<file path="src/pkg/pio_map.svh">
`ifndef PIO_MAP_SVH
`define PIO_MAP_SVH

// Register indexes; byte address is four times the index
`define PIO_IDX_PORT_ONE_DATA 10'h0e1
`define PIO_IDX_PORT_ONE_DIR 10'h0e3
`define PIO_IDX_PORT_THREE_DATA 10'h0e5
`define PIO_IDX_PORT_THREE_DIR 10'h0e7
`define PIO_IDX_PORT_FOUR_DATA 10'h0e8
`define PIO_IDX_PORT_FOUR_DIR 10'h0ea
`define PIO_IDX_PIN_MODE 10'h0f8
`define PIO_IDX_PULLUP_A 10'h0fc
`define PIO_IDX_PULLUP_B 10'h0fd
`define PIO_IDX_DRIVE 10'h0fe

// Implemented bit masks
`define PIO_MASK_PORT_ONE 8'hff
`define PIO_MASK_PORT_THREE 8'hb8
`define PIO_MASK_PORT_FOUR_DIR 8'h20
`define PIO_MASK_PORT_FOUR_IN 8'h04
`define PIO_MASK_PORT_FOUR_OSC 8'hc0
`define PIO_MASK_PIN_MODE 8'h88
`define PIO_MASK_DRIVE 8'h0f

// Field positions
`define PIO_BIT_SSI_CHOICE 3
`define PIO_BIT_PERSONALITY 7
`define PIO_BIT_PU_ONE_LOW 2
`define PIO_BIT_PU_ONE_HIGH 3
`define PIO_BIT_PU_THREE_LOW 4
`define PIO_BIT_PU_THREE_HIGH 5
`define PIO_BIT_PU_FOUR 1

// Reset values
`define PIO_RST_DIR 8'h00
`define PIO_RST_PIN_MODE 8'h00
`define PIO_RST_DRIVE 4'h0
`define PIO_RST_PU_ONE 2'h0
`define PIO_RST_PU_FOUR 1'h0

// Bus responses
`define PIO_RESP_OKAY 2'h0
`define PIO_RESP_SLVERR 2'h2

`endif

</file>
<file path="src/pkg/pio_pkg.sv">
package pio_pkg;

  typedef logic [7:0] pio_byte_t;
  typedef logic [11:0] pio_addr_t;
  typedef logic [9:0] pio_index_t;
  typedef logic [31:0] pio_word_t;
  typedef logic [1:0] pio_resp_t;

  typedef enum logic
  {
    PIO_SERIAL_CLOCKED,
    PIO_SERIAL_TWO_WIRE
  } pio_personality_t;

endpackage

</file>
<file path="src/pkg/pio_regbus_if.sv">
`timescale 1ns/1ns
interface pio_regbus_if;
  import pio_pkg::*;

  logic wr_req;
  pio_addr_t wr_addr;
  pio_byte_t wr_data;
  logic wr_lane;
  logic wr_ok;
  logic rd_req;
  pio_addr_t rd_addr;
  pio_byte_t rd_data;
  logic rd_ok;

  modport bus
  (
    output wr_req, wr_addr, wr_data, wr_lane, rd_req, rd_addr,
    input wr_ok, rd_data, rd_ok
  );

  modport regs
  (
    input wr_req, wr_addr, wr_data, wr_lane, rd_req, rd_addr,
    output wr_ok, rd_data, rd_ok
  );
endinterface

</file>
<file path="src/verilog/pio_axil_slave.sv">
`timescale 1ns/1ns
`include "pio_map.svh"
module pio_axil_slave
(
  input wire logic aclk,
  input wire logic aresetn,
  input wire pio_pkg::pio_addr_t awaddr,
  input wire logic awvalid,
  output logic awready,
  input wire pio_pkg::pio_word_t wdata,
  input wire logic [3:0] wstrb,
  input wire logic wvalid,
  output logic wready,
  output pio_pkg::pio_resp_t bresp,
  output logic bvalid,
  input wire logic bready,
  input wire pio_pkg::pio_addr_t araddr,
  input wire logic arvalid,
  output logic arready,
  output pio_pkg::pio_word_t rdata,
  output pio_pkg::pio_resp_t rresp,
  output logic rvalid,
  input wire logic rready,
  pio_regbus_if.bus regs
);
  import pio_pkg::*;

  logic aw_full;
  logic w_full;
  logic rd_pend;
  pio_addr_t aw_addr;
  pio_byte_t w_data;
  logic w_lane;
  pio_addr_t ar_addr;

  ////////////////////////////////////////////////////////////////////////////
  // Write address and data capture, either order
  always_ff @(posedge aclk)
  begin
    if (!aresetn)
    begin
      aw_full <= 1'b0;
      w_full <= 1'b0;
      awready <= 1'b0;
      wready <= 1'b0;
    end
    else
    begin
      if (awvalid && awready)
        aw_full <= 1'b1;
      else if (regs.wr_req)
        aw_full <= 1'b0;
      if (wvalid && wready)
        w_full <= 1'b1;
      else if (regs.wr_req)
        w_full <= 1'b0;
      awready <= !aw_full && !(awvalid && awready) && !bvalid;
      wready <= !w_full && !(wvalid && wready) && !bvalid;
    end
  end

  always_ff @(posedge aclk)
  begin
    if (awvalid && awready)
      aw_addr <= awaddr;
    if (wvalid && wready)
    begin
      w_data <= wdata[7:0];
      w_lane <= wstrb[0];
    end
  end

  ////////////////////////////////////////////////////////////////////////////
  // Write response
  always_ff @(posedge aclk)
  begin
    if (!aresetn)
    begin
      bvalid <= 1'b0;
      bresp <= `PIO_RESP_OKAY;
    end
    else if (regs.wr_req)
    begin
      bvalid <= 1'b1;
      bresp <= regs.wr_ok ? `PIO_RESP_OKAY : `PIO_RESP_SLVERR;
    end
    else if (bready)
      bvalid <= 1'b0;
  end

  ////////////////////////////////////////////////////////////////////////////
  // Read channel
  always_ff @(posedge aclk)
  begin
    if (!aresetn)
    begin
      arready <= 1'b0;
      rd_pend <= 1'b0;
      rvalid <= 1'b0;
      rdata <= 32'h0000_0000;
      rresp <= `PIO_RESP_OKAY;
    end
    else
    begin
      arready <= !rd_pend && !rvalid && !(arvalid && arready);
      rd_pend <= arvalid && arready;
      if (rd_pend)
      begin
        rvalid <= 1'b1;
        rdata <= {24'h00_0000, regs.rd_data};
        rresp <= regs.rd_ok ? `PIO_RESP_OKAY : `PIO_RESP_SLVERR;
      end
      else if (rready)
        rvalid <= 1'b0;
    end
  end

  always_ff @(posedge aclk)
  begin
    if (arvalid && arready)
      ar_addr <= araddr;
  end

  assign regs.wr_req = aw_full && w_full && !bvalid;
  assign regs.wr_addr = aw_addr;
  assign regs.wr_data = w_data;
  assign regs.wr_lane = w_lane;
  assign regs.rd_req = rd_pend;
  assign regs.rd_addr = ar_addr;
endmodule

</file>
<file path="src/verilog/pio_port_top.sv">
// The AXI4-Lite interface to the registers was left to the implementer.
`timescale 1ns/1ns
`include "pio_map.svh"
// Summary of operation
// Thirteen bidirectional pins, each with direction bit
// Pull-up only in input mode when selected
// Pull-ups grouped: four, four, one, three, one
// Low four port-one pins select high drive
// Port four bit two is input only
// Port four bits six, seven input without oscillator
// Direction registers clear; data latches undefined
// Pull-up A 00XX0000b; drive, mode clear
// Mode bit picks serial unit personality
// Software avoids reserved addresses
// Read pin in input, latch in output
// Unimplemented direction and data bits read zero
// Mode bit three pin choice, bit seven personality
// Byte registers, single-cycle, captured on strobe
module pio_port_top
(
  input wire logic aclk,
  input wire logic aresetn,
  input wire pio_pkg::pio_addr_t s_axi_awaddr,
  input wire logic s_axi_awvalid,
  output logic s_axi_awready,
  input wire pio_pkg::pio_word_t s_axi_wdata,
  input wire logic [3:0] s_axi_wstrb,
  input wire logic s_axi_wvalid,
  output logic s_axi_wready,
  output pio_pkg::pio_resp_t s_axi_bresp,
  output logic s_axi_bvalid,
  input wire logic s_axi_bready,
  input wire pio_pkg::pio_addr_t s_axi_araddr,
  input wire logic s_axi_arvalid,
  output logic s_axi_arready,
  output pio_pkg::pio_word_t s_axi_rdata,
  output pio_pkg::pio_resp_t s_axi_rresp,
  output logic s_axi_rvalid,
  input wire logic s_axi_rready,
  input wire pio_pkg::pio_byte_t port_one_pin_in,
  output pio_pkg::pio_byte_t port_one_pin_out,
  output pio_pkg::pio_byte_t port_one_pin_oe,
  output pio_pkg::pio_byte_t port_one_pullup,
  output logic [3:0] port_one_high_drive,
  input wire pio_pkg::pio_byte_t port_three_pin_in,
  output pio_pkg::pio_byte_t port_three_pin_out,
  output pio_pkg::pio_byte_t port_three_pin_oe,
  output pio_pkg::pio_byte_t port_three_pullup,
  input wire pio_pkg::pio_byte_t port_four_pin_in,
  output pio_pkg::pio_byte_t port_four_pin_out,
  output pio_pkg::pio_byte_t port_four_pin_oe,
  output pio_pkg::pio_byte_t port_four_pullup,
  input wire logic main_osc_in_use,
  output pio_pkg::pio_personality_t serial_unit_personality_select,
  output logic serial_select_pin_choice
);
  import pio_pkg::*;

  pio_regbus_if bus_if ();

  pio_byte_t port_one_latch;
  pio_byte_t port_three_latch;
  pio_byte_t port_four_latch;
  pio_byte_t port_one_direction;
  pio_byte_t port_three_direction;
  pio_byte_t port_four_direction;
  pio_byte_t pin_function_mode;
  logic [1:0] pullup_port_one_sel;
  logic [1:0] pullup_port_three_sel;
  logic pullup_port_four_sel;
  logic [3:0] drive_strength_control;
  pio_index_t wr_index;
  pio_index_t rd_index;
  logic wr_take;
  pio_byte_t pullup_control_a;
  pio_byte_t pullup_control_b;
  pio_byte_t port_four_input_mask;
  pio_byte_t next_port_one_pullup;
  pio_byte_t next_port_three_pullup;
  pio_byte_t next_port_four_pullup;
  pio_byte_t rd_value;

  ////////////////////////////////////////////////////////////////////////////
  // Address decode helpers
  function automatic pio_index_t reg_index(input pio_addr_t addr);
    reg_index = addr[11:2];
  endfunction

  function automatic logic is_mapped(input pio_addr_t addr);
    pio_index_t idx;
    idx = reg_index(addr);
    is_mapped = 1'b0;
    if (addr[1:0] == 2'h0)
    begin
      case (idx)
        `PIO_IDX_PORT_ONE_DATA,
        `PIO_IDX_PORT_ONE_DIR,
        `PIO_IDX_PORT_THREE_DATA,
        `PIO_IDX_PORT_THREE_DIR,
        `PIO_IDX_PORT_FOUR_DATA,
        `PIO_IDX_PORT_FOUR_DIR,
        `PIO_IDX_PIN_MODE,
        `PIO_IDX_PULLUP_A,
        `PIO_IDX_PULLUP_B,
        `PIO_IDX_DRIVE:
          is_mapped = 1'b1;
        default:
          is_mapped = 1'b0;
      endcase
    end
  endfunction

  // Mixes pin level and latch per direction bit
  function automatic pio_byte_t port_read(input pio_byte_t pins,
                                          input pio_byte_t latch,
                                          input pio_byte_t dir,
                                          input pio_byte_t mask);
    port_read = ((dir & latch) | (~dir & pins)) & mask;
  endfunction

  ////////////////////////////////////////////////////////////////////////////
  // Bus slave
  pio_axil_slave u_slave
  (
    .aclk(aclk),
    .aresetn(aresetn),
    .awaddr(s_axi_awaddr),
    .awvalid(s_axi_awvalid),
    .awready(s_axi_awready),
    .wdata(s_axi_wdata),
    .wstrb(s_axi_wstrb),
    .wvalid(s_axi_wvalid),
    .wready(s_axi_wready),
    .bresp(s_axi_bresp),
    .bvalid(s_axi_bvalid),
    .bready(s_axi_bready),
    .araddr(s_axi_araddr),
    .arvalid(s_axi_arvalid),
    .arready(s_axi_arready),
    .rdata(s_axi_rdata),
    .rresp(s_axi_rresp),
    .rvalid(s_axi_rvalid),
    .rready(s_axi_rready),
    .regs(bus_if.bus)
  );

  // Reserved addresses answer with an error
  assign bus_if.wr_ok = is_mapped(bus_if.wr_addr);
  assign bus_if.rd_ok = is_mapped(bus_if.rd_addr);
  assign wr_index = reg_index(bus_if.wr_addr);
  assign rd_index = reg_index(bus_if.rd_addr);
  // Write captured on the strobe
  assign wr_take = bus_if.wr_req && bus_if.wr_ok && bus_if.wr_lane;

  ////////////////////////////////////////////////////////////////////////////
  // Data latches, left undefined by reset
  // Latches have no reset
  always_ff @(posedge aclk)
  begin
    if (wr_take)
    begin
      case (wr_index)
        `PIO_IDX_PORT_ONE_DATA:
          port_one_latch <= bus_if.wr_data & `PIO_MASK_PORT_ONE;
        `PIO_IDX_PORT_THREE_DATA:
          port_three_latch <= bus_if.wr_data & `PIO_MASK_PORT_THREE;
        `PIO_IDX_PORT_FOUR_DATA:
          port_four_latch <= bus_if.wr_data & `PIO_MASK_PORT_FOUR_DIR;
        default:
          ;
      endcase
    end
  end

  ////////////////////////////////////////////////////////////////////////////
  // Direction registers
  always_ff @(posedge aclk)
  begin
    if (!aresetn)
    begin
      // All pins to input
      port_one_direction <= `PIO_RST_DIR;
      port_three_direction <= `PIO_RST_DIR;
      port_four_direction <= `PIO_RST_DIR;
    end
    else if (wr_take)
    begin
      // Per-pin direction bits
      case (wr_index)
        `PIO_IDX_PORT_ONE_DIR:
          port_one_direction <= bus_if.wr_data & `PIO_MASK_PORT_ONE;
        `PIO_IDX_PORT_THREE_DIR:
          port_three_direction <= bus_if.wr_data & `PIO_MASK_PORT_THREE;
        `PIO_IDX_PORT_FOUR_DIR:
          port_four_direction <= bus_if.wr_data & `PIO_MASK_PORT_FOUR_DIR;
        default:
          ;
      endcase
    end
  end

  ////////////////////////////////////////////////////////////////////////////
  // Mode and drive registers
  always_ff @(posedge aclk)
  begin
    if (!aresetn)
    begin
      // Mode and drive clear
      pin_function_mode <= `PIO_RST_PIN_MODE;
      drive_strength_control <= `PIO_RST_DRIVE;
    end
    else if (wr_take)
    begin
      case (wr_index)
        // Only pin choice and personality stored
        `PIO_IDX_PIN_MODE:
          pin_function_mode <= bus_if.wr_data & `PIO_MASK_PIN_MODE;
        `PIO_IDX_DRIVE:
          drive_strength_control <= bus_if.wr_data[3:0];
        default:
          ;
      endcase
    end
  end

  ////////////////////////////////////////////////////////////////////////////
  // Pull-up select registers
  always_ff @(posedge aclk)
  begin
    if (!aresetn)
    begin
      // Pull-up A low group bits clear
      pullup_port_one_sel <= `PIO_RST_PU_ONE;
      pullup_port_four_sel <= `PIO_RST_PU_FOUR;
    end
    else if (wr_take)
    begin
      case (wr_index)
        `PIO_IDX_PULLUP_A:
          pullup_port_one_sel <= bus_if.wr_data[`PIO_BIT_PU_ONE_HIGH:
                                                `PIO_BIT_PU_ONE_LOW];
        `PIO_IDX_PULLUP_B:
          pullup_port_four_sel <= bus_if.wr_data[`PIO_BIT_PU_FOUR];
        default:
          ;
      endcase
    end
  end

  // Undefined bits keep their value through reset
  always_ff @(posedge aclk)
  begin
    if (wr_take && wr_index == `PIO_IDX_PULLUP_A)
      pullup_port_three_sel <= bus_if.wr_data[`PIO_BIT_PU_THREE_HIGH:
                                              `PIO_BIT_PU_THREE_LOW];
  end

  always_comb
  begin
    pullup_control_a = 8'h00;
    pullup_control_a[`PIO_BIT_PU_ONE_HIGH:`PIO_BIT_PU_ONE_LOW] =
      pullup_port_one_sel;
    pullup_control_a[`PIO_BIT_PU_THREE_HIGH:`PIO_BIT_PU_THREE_LOW] =
      pullup_port_three_sel;
    pullup_control_b = 8'h00;
    pullup_control_b[`PIO_BIT_PU_FOUR] = pullup_port_four_sel;
  end

  ////////////////////////////////////////////////////////////////////////////
  // Readback
  always_comb
  begin
    // Oscillator pins read only when free
    port_four_input_mask = `PIO_MASK_PORT_FOUR_IN;
    if (!main_osc_in_use)
      port_four_input_mask = port_four_input_mask | `PIO_MASK_PORT_FOUR_OSC;
  end

  always_comb
  begin
    rd_value = 8'h00;
    case (rd_index)
      // Pin level or latch per bit
      `PIO_IDX_PORT_ONE_DATA:
        rd_value = port_read(port_one_pin_in, port_one_latch,
                             port_one_direction, `PIO_MASK_PORT_ONE);
      // Missing pins read zero
      `PIO_IDX_PORT_THREE_DATA:
        rd_value = port_read(port_three_pin_in, port_three_latch,
                             port_three_direction, `PIO_MASK_PORT_THREE);
      // Input-only bit two always pin level
      `PIO_IDX_PORT_FOUR_DATA:
        rd_value = port_read(port_four_pin_in, port_four_latch,
                             port_four_direction, `PIO_MASK_PORT_FOUR_DIR)
                   | (port_four_pin_in & port_four_input_mask);
      `PIO_IDX_PORT_ONE_DIR:
        rd_value = port_one_direction;
      `PIO_IDX_PORT_THREE_DIR:
        rd_value = port_three_direction;
      `PIO_IDX_PORT_FOUR_DIR:
        rd_value = port_four_direction;
      `PIO_IDX_PIN_MODE:
        rd_value = pin_function_mode;
      `PIO_IDX_PULLUP_A:
        rd_value = pullup_control_a;
      `PIO_IDX_PULLUP_B:
        rd_value = pullup_control_b;
      `PIO_IDX_DRIVE:
        rd_value = {4'h0, drive_strength_control};
      default:
        rd_value = 8'h00;
    endcase
  end

  assign bus_if.rd_data = bus_if.rd_ok ? rd_value : 8'h00;

  ////////////////////////////////////////////////////////////////////////////
  // Pin drivers
  always_ff @(posedge aclk)
  begin
    if (!aresetn)
    begin
      port_one_pin_out <= 8'h00;
      port_one_pin_oe <= 8'h00;
      port_three_pin_out <= 8'h00;
      port_three_pin_oe <= 8'h00;
      port_four_pin_out <= 8'h00;
      port_four_pin_oe <= 8'h00;
    end
    else
    begin
      // Latch drives pin only in output mode
      port_one_pin_out <= port_one_latch & port_one_direction;
      port_one_pin_oe <= port_one_direction;
      port_three_pin_out <= port_three_latch & port_three_direction;
      port_three_pin_oe <= port_three_direction;
      // No driver on input-only pins
      port_four_pin_out <= port_four_latch & port_four_direction;
      port_four_pin_oe <= port_four_direction & `PIO_MASK_PORT_FOUR_DIR;
    end
  end

  ////////////////////////////////////////////////////////////////////////////
  // Pull-up enables
  always_comb
  begin
    // Group select fan-out
    next_port_one_pullup = {{4{pullup_port_one_sel[1]}},
                            {4{pullup_port_one_sel[0]}}};
    next_port_three_pullup = {pullup_port_three_sel[1], 1'b0,
                              {2{pullup_port_three_sel[1]}},
                              pullup_port_three_sel[0], 3'h0};
    next_port_four_pullup = {2'h0, pullup_port_four_sel, 5'h00};
  end

  always_ff @(posedge aclk)
  begin
    if (!aresetn)
    begin
      port_one_pullup <= 8'h00;
      port_three_pullup <= 8'h00;
      port_four_pullup <= 8'h00;
    end
    else
    begin
      // Pull-up only on input pins
      port_one_pullup <= next_port_one_pullup & ~port_one_direction;
      port_three_pullup <= next_port_three_pullup & ~port_three_direction;
      port_four_pullup <= next_port_four_pullup & ~port_four_direction;
    end
  end

  ////////////////////////////////////////////////////////////////////////////
  // Drive strength and serial unit steering
  always_ff @(posedge aclk)
  begin
    if (!aresetn)
    begin
      port_one_high_drive <= 4'h0;
      serial_unit_personality_select <= PIO_SERIAL_CLOCKED;
      serial_select_pin_choice <= 1'b0;
    end
    else
    begin
      // High drive on low four pins
      port_one_high_drive <= drive_strength_control;
      // Personality from mode register
      serial_unit_personality_select <=
        pin_function_mode[`PIO_BIT_PERSONALITY] ? PIO_SERIAL_TWO_WIRE
                                                 : PIO_SERIAL_CLOCKED;
      // Select-input pin choice
      serial_select_pin_choice <= pin_function_mode[`PIO_BIT_SSI_CHOICE];
    end
  end
endmodule
</file>
<file path="config.mk">
export PLATFORM = sky130hd
export DESIGN_NAME = pio_port_top
export DESIGN_NICKNAME = d
export VERILOG_FILES = /design/src/pkg/pio_pkg.sv /design/src/pkg/pio_regbus_if.sv /design/src/verilog/pio_axil_slave.sv /design/src/verilog/pio_port_top.sv
export VERILOG_INCLUDE_DIRS = /design/src /design/src/pkg
export SDC_FILE = /design/constraint.sdc
export NUM_CORES = 1
export LEC_CHECK = 0
export BUFFER_PORTS_ARGS = -buffer_cell sky130_fd_sc_hd__buf_2
export CAP_MARGIN = 20
export CORE_MARGIN = 3
export CORE_UTILIZATION = 45
export CTS_CLUSTER_DIAMETER = 80
export DETAILED_ROUTE_END_ITERATION = 7
export GPL_ROUTABILITY_DRIVEN = 1
export MAX_ROUTING_LAYER = met4
export PLACE_DENSITY_LB_ADDON = 0.2
export SKIP_LAST_GASP = 1
export SLEW_MARGIN = 15
export SYNTH_ARGS = -nofsm -noshare
export SYNTH_HDL_FRONTEND = slang
export SYNTH_HIERARCHICAL = 1
export SYNTH_SLANG_ARGS = --single-unit
</file>
<file path="constraint.sdc">
create_clock -name aclk -period 4.7 [get_ports aclk]
set_input_delay 0.235 -clock aclk [delete_from_list [all_inputs] [get_ports aclk]]
set_output_delay 0.235 -clock aclk [all_outputs]
set_load 0.05 [all_outputs]
</file>
* Word level (Yosys, flattened, before mapping)
Cells that the tools add are included.
** Word-level totals
- Bits of input ports :: 92
- Logic and storage cells :: 133
- Flip-flop bits (word level) :: 164
- Output and inout bits :: 119
** Operators by class
- Multiplexer cells :: 17
- Equality and inequality tests :: 20
- Reductions and logical operators :: 40
- Bitwise gates (word level) :: 17
** Operators with widths (count)
- equality test 10 x 8 -> 1 bit (second input constant) :: 20
- case mux 8 bit (10 select lines) :: 1
- AND 8 bit :: 7
- AND reduction 2 bit :: 10
- OR reduction 10 bit :: 2
- two-way mux 8 bit :: 2
- NOT 8 bit :: 2
- OR 8 bit :: 2
- logical AND 1 bit :: 14
- AND 6 bit :: 2
- two-way mux 1 bit :: 12
- AND 6 x 8 -> 8 bit :: 1
- zero test 1 bit :: 8
- NOT 6 -> 8 bit :: 1
- OR 6 x 8 -> 8 bit :: 1
- nonzero test 2 bit :: 4
- OR 6 bit :: 1
- zero test 2 bit :: 2
- two-way mux 2 bit :: 2

* Longest topological paths before layout
Gate-level depths: netlist of run 1.
- Word-level depth :: 7
- Depth in mapped cells :: 8
- Gate-level depth less buffers :: 6

* Cells and area by module
The synthesis of run 1 kept the hierarchy.
** Modules (own cells, without submodules)
- pio_port_top :: instances 1, sequential area each 1791.7 sq um, cells an instance 352, area an instance 3408.3 sq um
- pio_axil_slave :: instances 1, sequential area each 1351.3 sq um, cells an instance 119, area an instance 1851.8 sq um

* Least setup slack after synthesis of run 1
Ideal clock, no wire load.
- Path type :: reg2reg
- Start point :: register u_slave.bvalid
- End point :: register port_one_latch[0], enable pin
- Setup slack :: 2.226 ns
- Stages on the path, launching flop included :: 6
- Setup time :: 0.383 ns
- Arrival :: 2.091 ns
- Period minus slack after synthesis :: 2.474 ns
- Required time :: 4.317 ns
- Buffers on the path :: 1
- Cell sequence :: dfxtp_1 -> and3b_1 -> nand2_1 -> or4_1 -> clkbuf_1 -> nor3_1
** Between the ends
- Longest elaborated chain between the ends :: 5
** Ends and longest elaborated chain
- from (decl) :: RTL line pio_axil_slave.sv:15 : output logic bvalid,
- from (signal assigned) :: RTL line pio_axil_slave.sv:79 : bvalid <= 1'b0;
- from (signal assigned) :: RTL line pio_axil_slave.sv:84 : bvalid <= 1'b1;
- from (signal assigned) :: RTL line pio_axil_slave.sv:88 : bvalid <= 1'b0;
- zero test 1 bit :: RTL line pio_axil_slave.sv:124 : assign regs.wr_req = aw_full && w_full && !bvalid;
- logical AND 1 bit :: RTL line pio_axil_slave.sv:124
- net bus_if.wr_req :: RTL line pio_regbus_if.sv:5 : logic wr_req;
- logical AND 1 bit (2 in series) :: RTL line pio_port_top.sv:153 : assign wr_take = bus_if.wr_req && bus_if.wr_ok && bus_if.wr_lane;
- AND reduction 2 bit (no line)
- to (signal assigned) :: RTL line pio_port_top.sv:164 : port_one_latch <= bus_if.wr_data & `PIO_MASK_PORT_ONE;
- to (decl) :: RTL line pio_port_top.sv:61 : pio_byte_t port_one_latch;
The timed path passes the listed nets, and every way through them passes these cells.
A chain may end at the register's enable or synchronous reset.

* Final worst setup path of run 1
- Start point :: register u_slave.bvalid
- End point :: register drive_strength_control[3]
** Between the ends
- Longest elaborated chain between the ends :: 5
** Ends and longest elaborated chain
- zero test 1 bit :: RTL line pio_axil_slave.sv:124
- logical AND 1 bit :: RTL line pio_axil_slave.sv:124
- net bus_if.wr_req :: RTL line pio_regbus_if.sv:5
- logical AND 1 bit (2 in series) :: RTL line pio_port_top.sv:153
- AND reduction 2 bit (no line)
- to (signal assigned) :: RTL line pio_port_top.sv:210 : drive_strength_control <= `PIO_RST_DRIVE;
- to (signal assigned) :: RTL line pio_port_top.sv:219 : drive_strength_control <= bus_if.wr_data[3:0];
- to (decl) :: RTL line pio_port_top.sv:71 : logic [3:0] drive_strength_control;
The timed path passes the listed nets, and every way through them passes these cells.

==> results.ini, run 1 <==
[place]
dp_hpwl_mm=8.16
io_buffers=116
place_area_mm2=0.00572
gp_congestion=0.863

[layout]
antenna_cells=0
fin_nets=715
layout-drive-gt1-share_pct=25.3
final_design_area_no_fill_mm2=0.00668
area_growth_pct=26.9

[global_route]
grt_pass1_wl_mm=18.0
grt_pass1_vias=3578
grt-ovfl-total=0
antenna_found_initial=0
track_usage_pct=18.5
grt_max_degree=64

[power]
p_leak_nw=3.03
ir_drop_uv=298
powerDensity_mw_per_mm2=417

[status]
status=finished clean

[clock_network]
cts_setup_buffers=0
cts-root-buf=clkbuf_16
cts_sinks=133
cts_buffer_depth=2
clkLatencyLatePin_ps=410
cts_buffers=17
path_clk_slew_ps=50
cts_tree=built
htreeDepth=4

[synthesis]
synthCells=471
synthTopCellsByArea=dfxtp_1 (32%), edfxtp_1 (27%), buf_4 (8.4%), mux2i_1 (5.5%), nand2_1 (2.6%)
yosysSeqAreaShare_pct=59.8
synthArstFlopShare_pct=0
ys_ff_latch=133
synth-main-ff-cell=dfxtp_1
yosys.area.top_type=dfxtp_1
synth-edff-count=48
yosys_warnings=6
yosys.area.top_type_share_pct=32.4
syn_area_per_cell_um2=11.2
syn-cell-area_mm2=0.00526
synth.distinct_cells=50

[setup_path]
r2r_setup_slack_ps=2220
cp.required_ps=5030
worstPathMaxFanout=6
slowest_delay_ps=720
path_cells=and3b_1 -> nand2_1 -> or4b_2 -> nor3_1 -> mux2i_1
end_kind=flip-flop
critical_path_class=reg2reg
path_buf_inv=0
cp_slowest_cell=or4b_2
cp-start-kind=flip-flop
critPathTopFamily=simple AND/OR/NAND/NOR gates
arrival_ps=2800

[sta]
drv_slew=0
fin_skew_ps=11.9
finalCriticalPeriod_ps=2480
tightest_slew_ps=1040
setup_viol=0
fin_setup_tns_ps=0
finalHoldViolCount=0
rsz0062_at_grt=no
relSlewSlack_pct=30.8
fmax_mhz=404
period_share_pct=52.7

[route]
drc=0
routed_wl_mm=11.7
dr.pass1.iters=5
drt_iter0_markers=252
drt-wirelength-per-cell_um=15.1
avgViaCountPerCell=4.76
ant_nets=0
vias=3695

[die]
rows=38
die-area_mm2=0.0130
start_util_pct=47.3
die_h_um=114
ios=211
die_w_um=114
core_mm2=0.0111

[worst_hold_path]
hold_class=in2reg

[run]
drv_cap=0

## flip-flops by register name (all words and copies together) (netlist names), 8 cells and up
| register | count |
|---|---|
| u_slave/regs.rd_addr | 12 |
| u_slave/regs.wr_addr | 12 |
| port_one_direction | 8 |
| port_one_latch | 8 |
| port_one_pin_oe | 8 |
| port_one_pin_out | 8 |
| port_one_pullup | 8 |
| u_slave/rdata | 8 |
| u_slave/regs.wr_data | 8 |
## path summary, 6_finish.rpt
kind | from | to | cells past startpoint
setup / recovery | u_slave/bvalid | drive_strength_control[3] | 5
hold / removal | s_axi_wdata[5] | u_slave/regs.wr_data[5] | 1
setup reg to reg | u_slave/bvalid | drive_strength_control[3] | 5
hold reg to reg | u_slave/regs.wr_data[1] | port_one_latch[1] | 0
## cells in the mapped netlist, drive strengths merged, types with 3 or more instances
library cell	number
dfxtp	85
buf	64
edfxtp	48
nand2	37
mux2i	29
o21ai	23
inv	21
nor2	21
and3	15
a21oi	13
nor2b	13
nor3	11
clkbuf	10
nand2b	10
nand3	8
and2	7
or3b	7
or3	6
a22oi	3
nand3b	3
nor4b	3
o21a	3
or4	3
## final cells by class
class                           count  area (µm²)
Multi-Input combinational cell    300        1740
Tap cell                          140         175
Fill cell                         912        4450
Inverter                           21        78.8
Sequential cell                   133        3140
Timing Repair Buffer              150         923
Clock buffer                       25         561
Clock inverter                      7        60.1
## layout by cell type (no fill, tap or decap), types with 13 or more instances in the layout
| cell type | n |
|---|---|
| dlygate4sd3_1 | 32 |
| conb_1 | 59 |
| buf_2 | 116 |
| nor2b_1 | 13 |
| a21oi_1 | 13 |
| o21ai_0 | 23 |
| edfxtp_1 | 48 |
| mux2i_1 | 29 |
| clkbuf_16 | 21 |
| and3_1 | 15 |
| inv_1 | 21 |
| dfxtp_1 | 85 |
| nand2_1 | 37 |
| nor2_1 | 21 |
## routing by layer
layer,part of all wire [%],GRT usage (%),up-vias,routed length [µm]
li1,-,-,1820,-
met5,0,-,-,0
met3,5.9,4.97,14,691
met4,1.1,6.10,0,133
met2,51,31.1,129,6030
met1,42,21.6,1732,4890
## where the power goes
part / internal (mW) / switching, mW / total, mW
sequential: 1.22 / 0.0195 / 1.24
combinational: 0.0549 / 0.163 / 0.217
clock: 0.877 / 0.454 / 1.33
## timing repair
action,in CTS,in global routing
resized for setup,0,0
hold endpoints to repair,32,0
hold buffers,32,0
## metrics by stage
| stage | setup slack [ps] | utilization [%] | instances | total power [mW] | hold slack [ps] |
|---|---|---|---|---|---|
| after global placement | 2300 | 51.4 | 711 | 1.45 | 412 |
| after detailed placement | 2240 | 51.4 | 711 | 1.45 | 413 |
| after CTS | 2180 | 59.9 | 775 | 2.81 | 0.864 |
| after floorplan | 2230 | - | 528 | 1.45 | 334 |
| final | 2220 | 60.0 | 776 | 2.78 | 16.2 |
| after global routing | 2070 | 60.0 | 776 | 2.87 | 6.50 |
## cell families after synthesis
kind of cell | after synthesis | share of synthesized area (%)
mux | 30 | 5.73
simple gates | 155 | 16.5
fa+ha+maj | 1 | 0.190
buf+inv | 95 | 11.3
flops | 133 | 59.8
other cells | 2 | 0.143
compound gates | 55 | 6.37
(Power assumes the default switching activity.)
==> run 2, diff against run 1 <==
--- a/config.mk
+++ b/config.mk
@@ -6,6 +6,7 @@
 export SDC_FILE = /design/constraint.sdc
 export NUM_CORES = 1
 export LEC_CHECK = 0
+export ABC_AREA = 1
 export BUFFER_PORTS_ARGS = -buffer_cell sky130_fd_sc_hd__buf_2
 export CAP_MARGIN = 20
 export CORE_MARGIN = 3
==> constraint.sdc (replaced) <==
create_clock -name aclk -period 2.6 [get_ports aclk]
set_input_delay 0.13 -clock aclk [delete_from_list [all_inputs] [get_ports aclk]]
set_output_delay 0.13 -clock aclk [all_outputs]
set_load 0.05 [all_outputs]
==> results.ini, run 2 <==
[status]
status=finished clean

[synthesis]
syn_area_per_cell_um2=8.57
yosys.area.top_type=dfxtp_1
ys_top_cells_by_count=nor2_1 (131), nand2_1 (128), inv_1 (88), dfxtp_1 (85), buf_4 (59)
ys_ff_latch=133
synth.distinct_cells=28
synthMostInstantiatedCell=nor2_1
synthTopCellsByArea=dfxtp_1 (31%), edfxtp_1 (26%), nor2_1 (8.9%), nand2_1 (8.7%), buf_4 (8.0%)
synth-edff-count=48
synthCells=644
yosys_warnings=6
synth-main-ff-cell=dfxtp_1
yosysSeqAreaShare_pct=57.0
syn-cell-area_mm2=0.00552
yosys.area.top_type_share_pct=30.8
synthArstFlopShare_pct=0

[clock_network]
htreeDepth=4
cts_buffer_depth=2
cts_setup_buffers=0
cts-root-buf=clkbuf_16
ctsResizeCount=0
cts_buffers=17
clkLatencyLatePin_ps=410
cts_sinks=133
cts_hold_buf=35
path_clk_slew_ps=60
cts_tree=built

[route]
met1_length_mm=5.41
top_layer_used=met4
drc=0
drt_iter0_markers=291
wl_met3_um=991
routed_wl_mm=12.8
wl_met2_mm=6.18
avgViaCountPerCell=4.61
ant_nets=0
dr.pass1.iters=4
drt-wirelength-per-cell_um=13.3
vias=4439

[place]
gp_congestion=0.922
io_buffers=116
dp_hpwl_mm=9.10

[sta]
holdWs_ps=28.2
rsz0062_at_grt=no
period_share_pct=88.1
setup_viol=0
tightest_slew_ps=618
fin_setup_tns_ps=0
relSlewSlack_pct=58.8
fmax_mhz=437
fin_skew_ps=7.46
finalHoldViolCount=0
drv_slew=0
finalCriticalPeriod_ps=2290

[die]
die-area_mm2=0.0136
start_util_pct=47.1
die_w_um=117
die_h_um=117
rows=39
ios=211
core_mm2=0.0117

[setup_path]
path_buf_inv=2
worstPathMaxFanout=8
arrival_ps=2350
cp_slowest_cell=edfxtp_1
crit_top_cell=nor2_1
path_cells=inv_2 -> nand2_1 -> nor2_1 -> nand3_1 -> nand2_1 -> nor2_1 -> nand2_4 -> nand2_1 -> nor2_1 -> inv_1 -> nor2_1
cp.required_ps=2660
cp-start-kind=flip-flop
critical_path_class=reg2reg
slowest_delay_ps=480
end_kind=flip-flop
critPathTopFamily=simple AND/OR/NAND/NOR gates

[layout]
area_growth_pct=25.3
antenna_cells=0
mostFrequentLayoutCell=nor2_1
layout-drive-gt1-share_pct=19.8
fin_nets=899
fillers=1028
mostFrequentLayoutCells=nor2_1 (131), nand2_1 (128), buf_2 (116), inv_1 (88), dfxtp_1 (85)

[power]
powerDensity_mw_per_mm2=702
ir_drop_uv=460
p_leak_nw=3.56

[global_route]
track_usage_pct=20.0
grt_pass1_vias=4171
grt-ovfl-total=0
grt_max_degree=37
grt_pass1_wl_mm=20.1
antenna_found_initial=0

[run]
drv_cap=0

[worst_hold_path]
hold_class=in2reg

==> run 2: power breakdown <==
part	total [mW]	leakage, nW	switching [mW]	internal (mW)
Sequential	2.24	1.13	0.0310	2.20
Clock	2.19	0.283	0.847	1.34
Combinational	0.432	2.15	0.336	0.0957
Total	4.85	3.56	1.21	3.64
==> run 2: metrics by stage <==
stage	setup WS, ps	std cells	total power [mW]	instance area, µm²	utilization, %
floorplan	590	701	2.65	5730	-
global placement	467	896	2.66	6020	51.4
detailed placement	359	896	2.66	6020	51.4
CTS	345	963	4.89	6920	59.0
global route	123	963	5.03	6920	59.0
finish	310	963	4.85	6920	59.0
==> run 2: layer usage <==
layer  vias up  global-route usage [%]
li1       2231                       -
met1      1995                    24.2
met2       198                    31.8
met3        15                    5.65
met4         0                    7.57
met5         -                       -
==> run 2: logic make-up (layout without fill, tap and decap cells) <==
family	after synthesis	after routing	share of synthesized area (%)
compound gates	41	41	3.99
buf+inv	158	277	15.2
flops	133	133	57.0
mux	5	5	0.907
other cells	2	59	0.136
simple gates	305	305	22.8
==> run 2: final timing paths <==
| kind | start | endpoint | slack, ps | cells past startpoint |
|---|---|---|---|---|
| worst max-delay path | u_slave/regs.wr_addr[3] | port_three_latch[4] | 310 | 11 |
| worst max register to register | u_slave/regs.wr_addr[3] | port_three_latch[4] | 310 | 11 |
| worst min-delay path | s_axi_bready | u_slave/bvalid | 30 | 4 |
| worst min register to register | drive_strength_control[0] | port_one_high_drive[0] | 430 | 2 |
==> run 2: tightest hold or removal path, cell delays in order <==
cell,delay [ps]
buf_2,80
nor2_1,40
nor2_1,90
nor2_1,50
==> run 2: cell type report <==
class,instances,area [µm²],area share (%)
Clock buffer,23,499,7.22
Clock inverter,9,48.8,0.706
Inverter,91,342,4.94
Multi-Input combinational cell,410,1750,25.3
Sequential cell,133,3140,45.4
Tap cell,143,179,2.59
Timing Repair Buffer,154,953,13.8
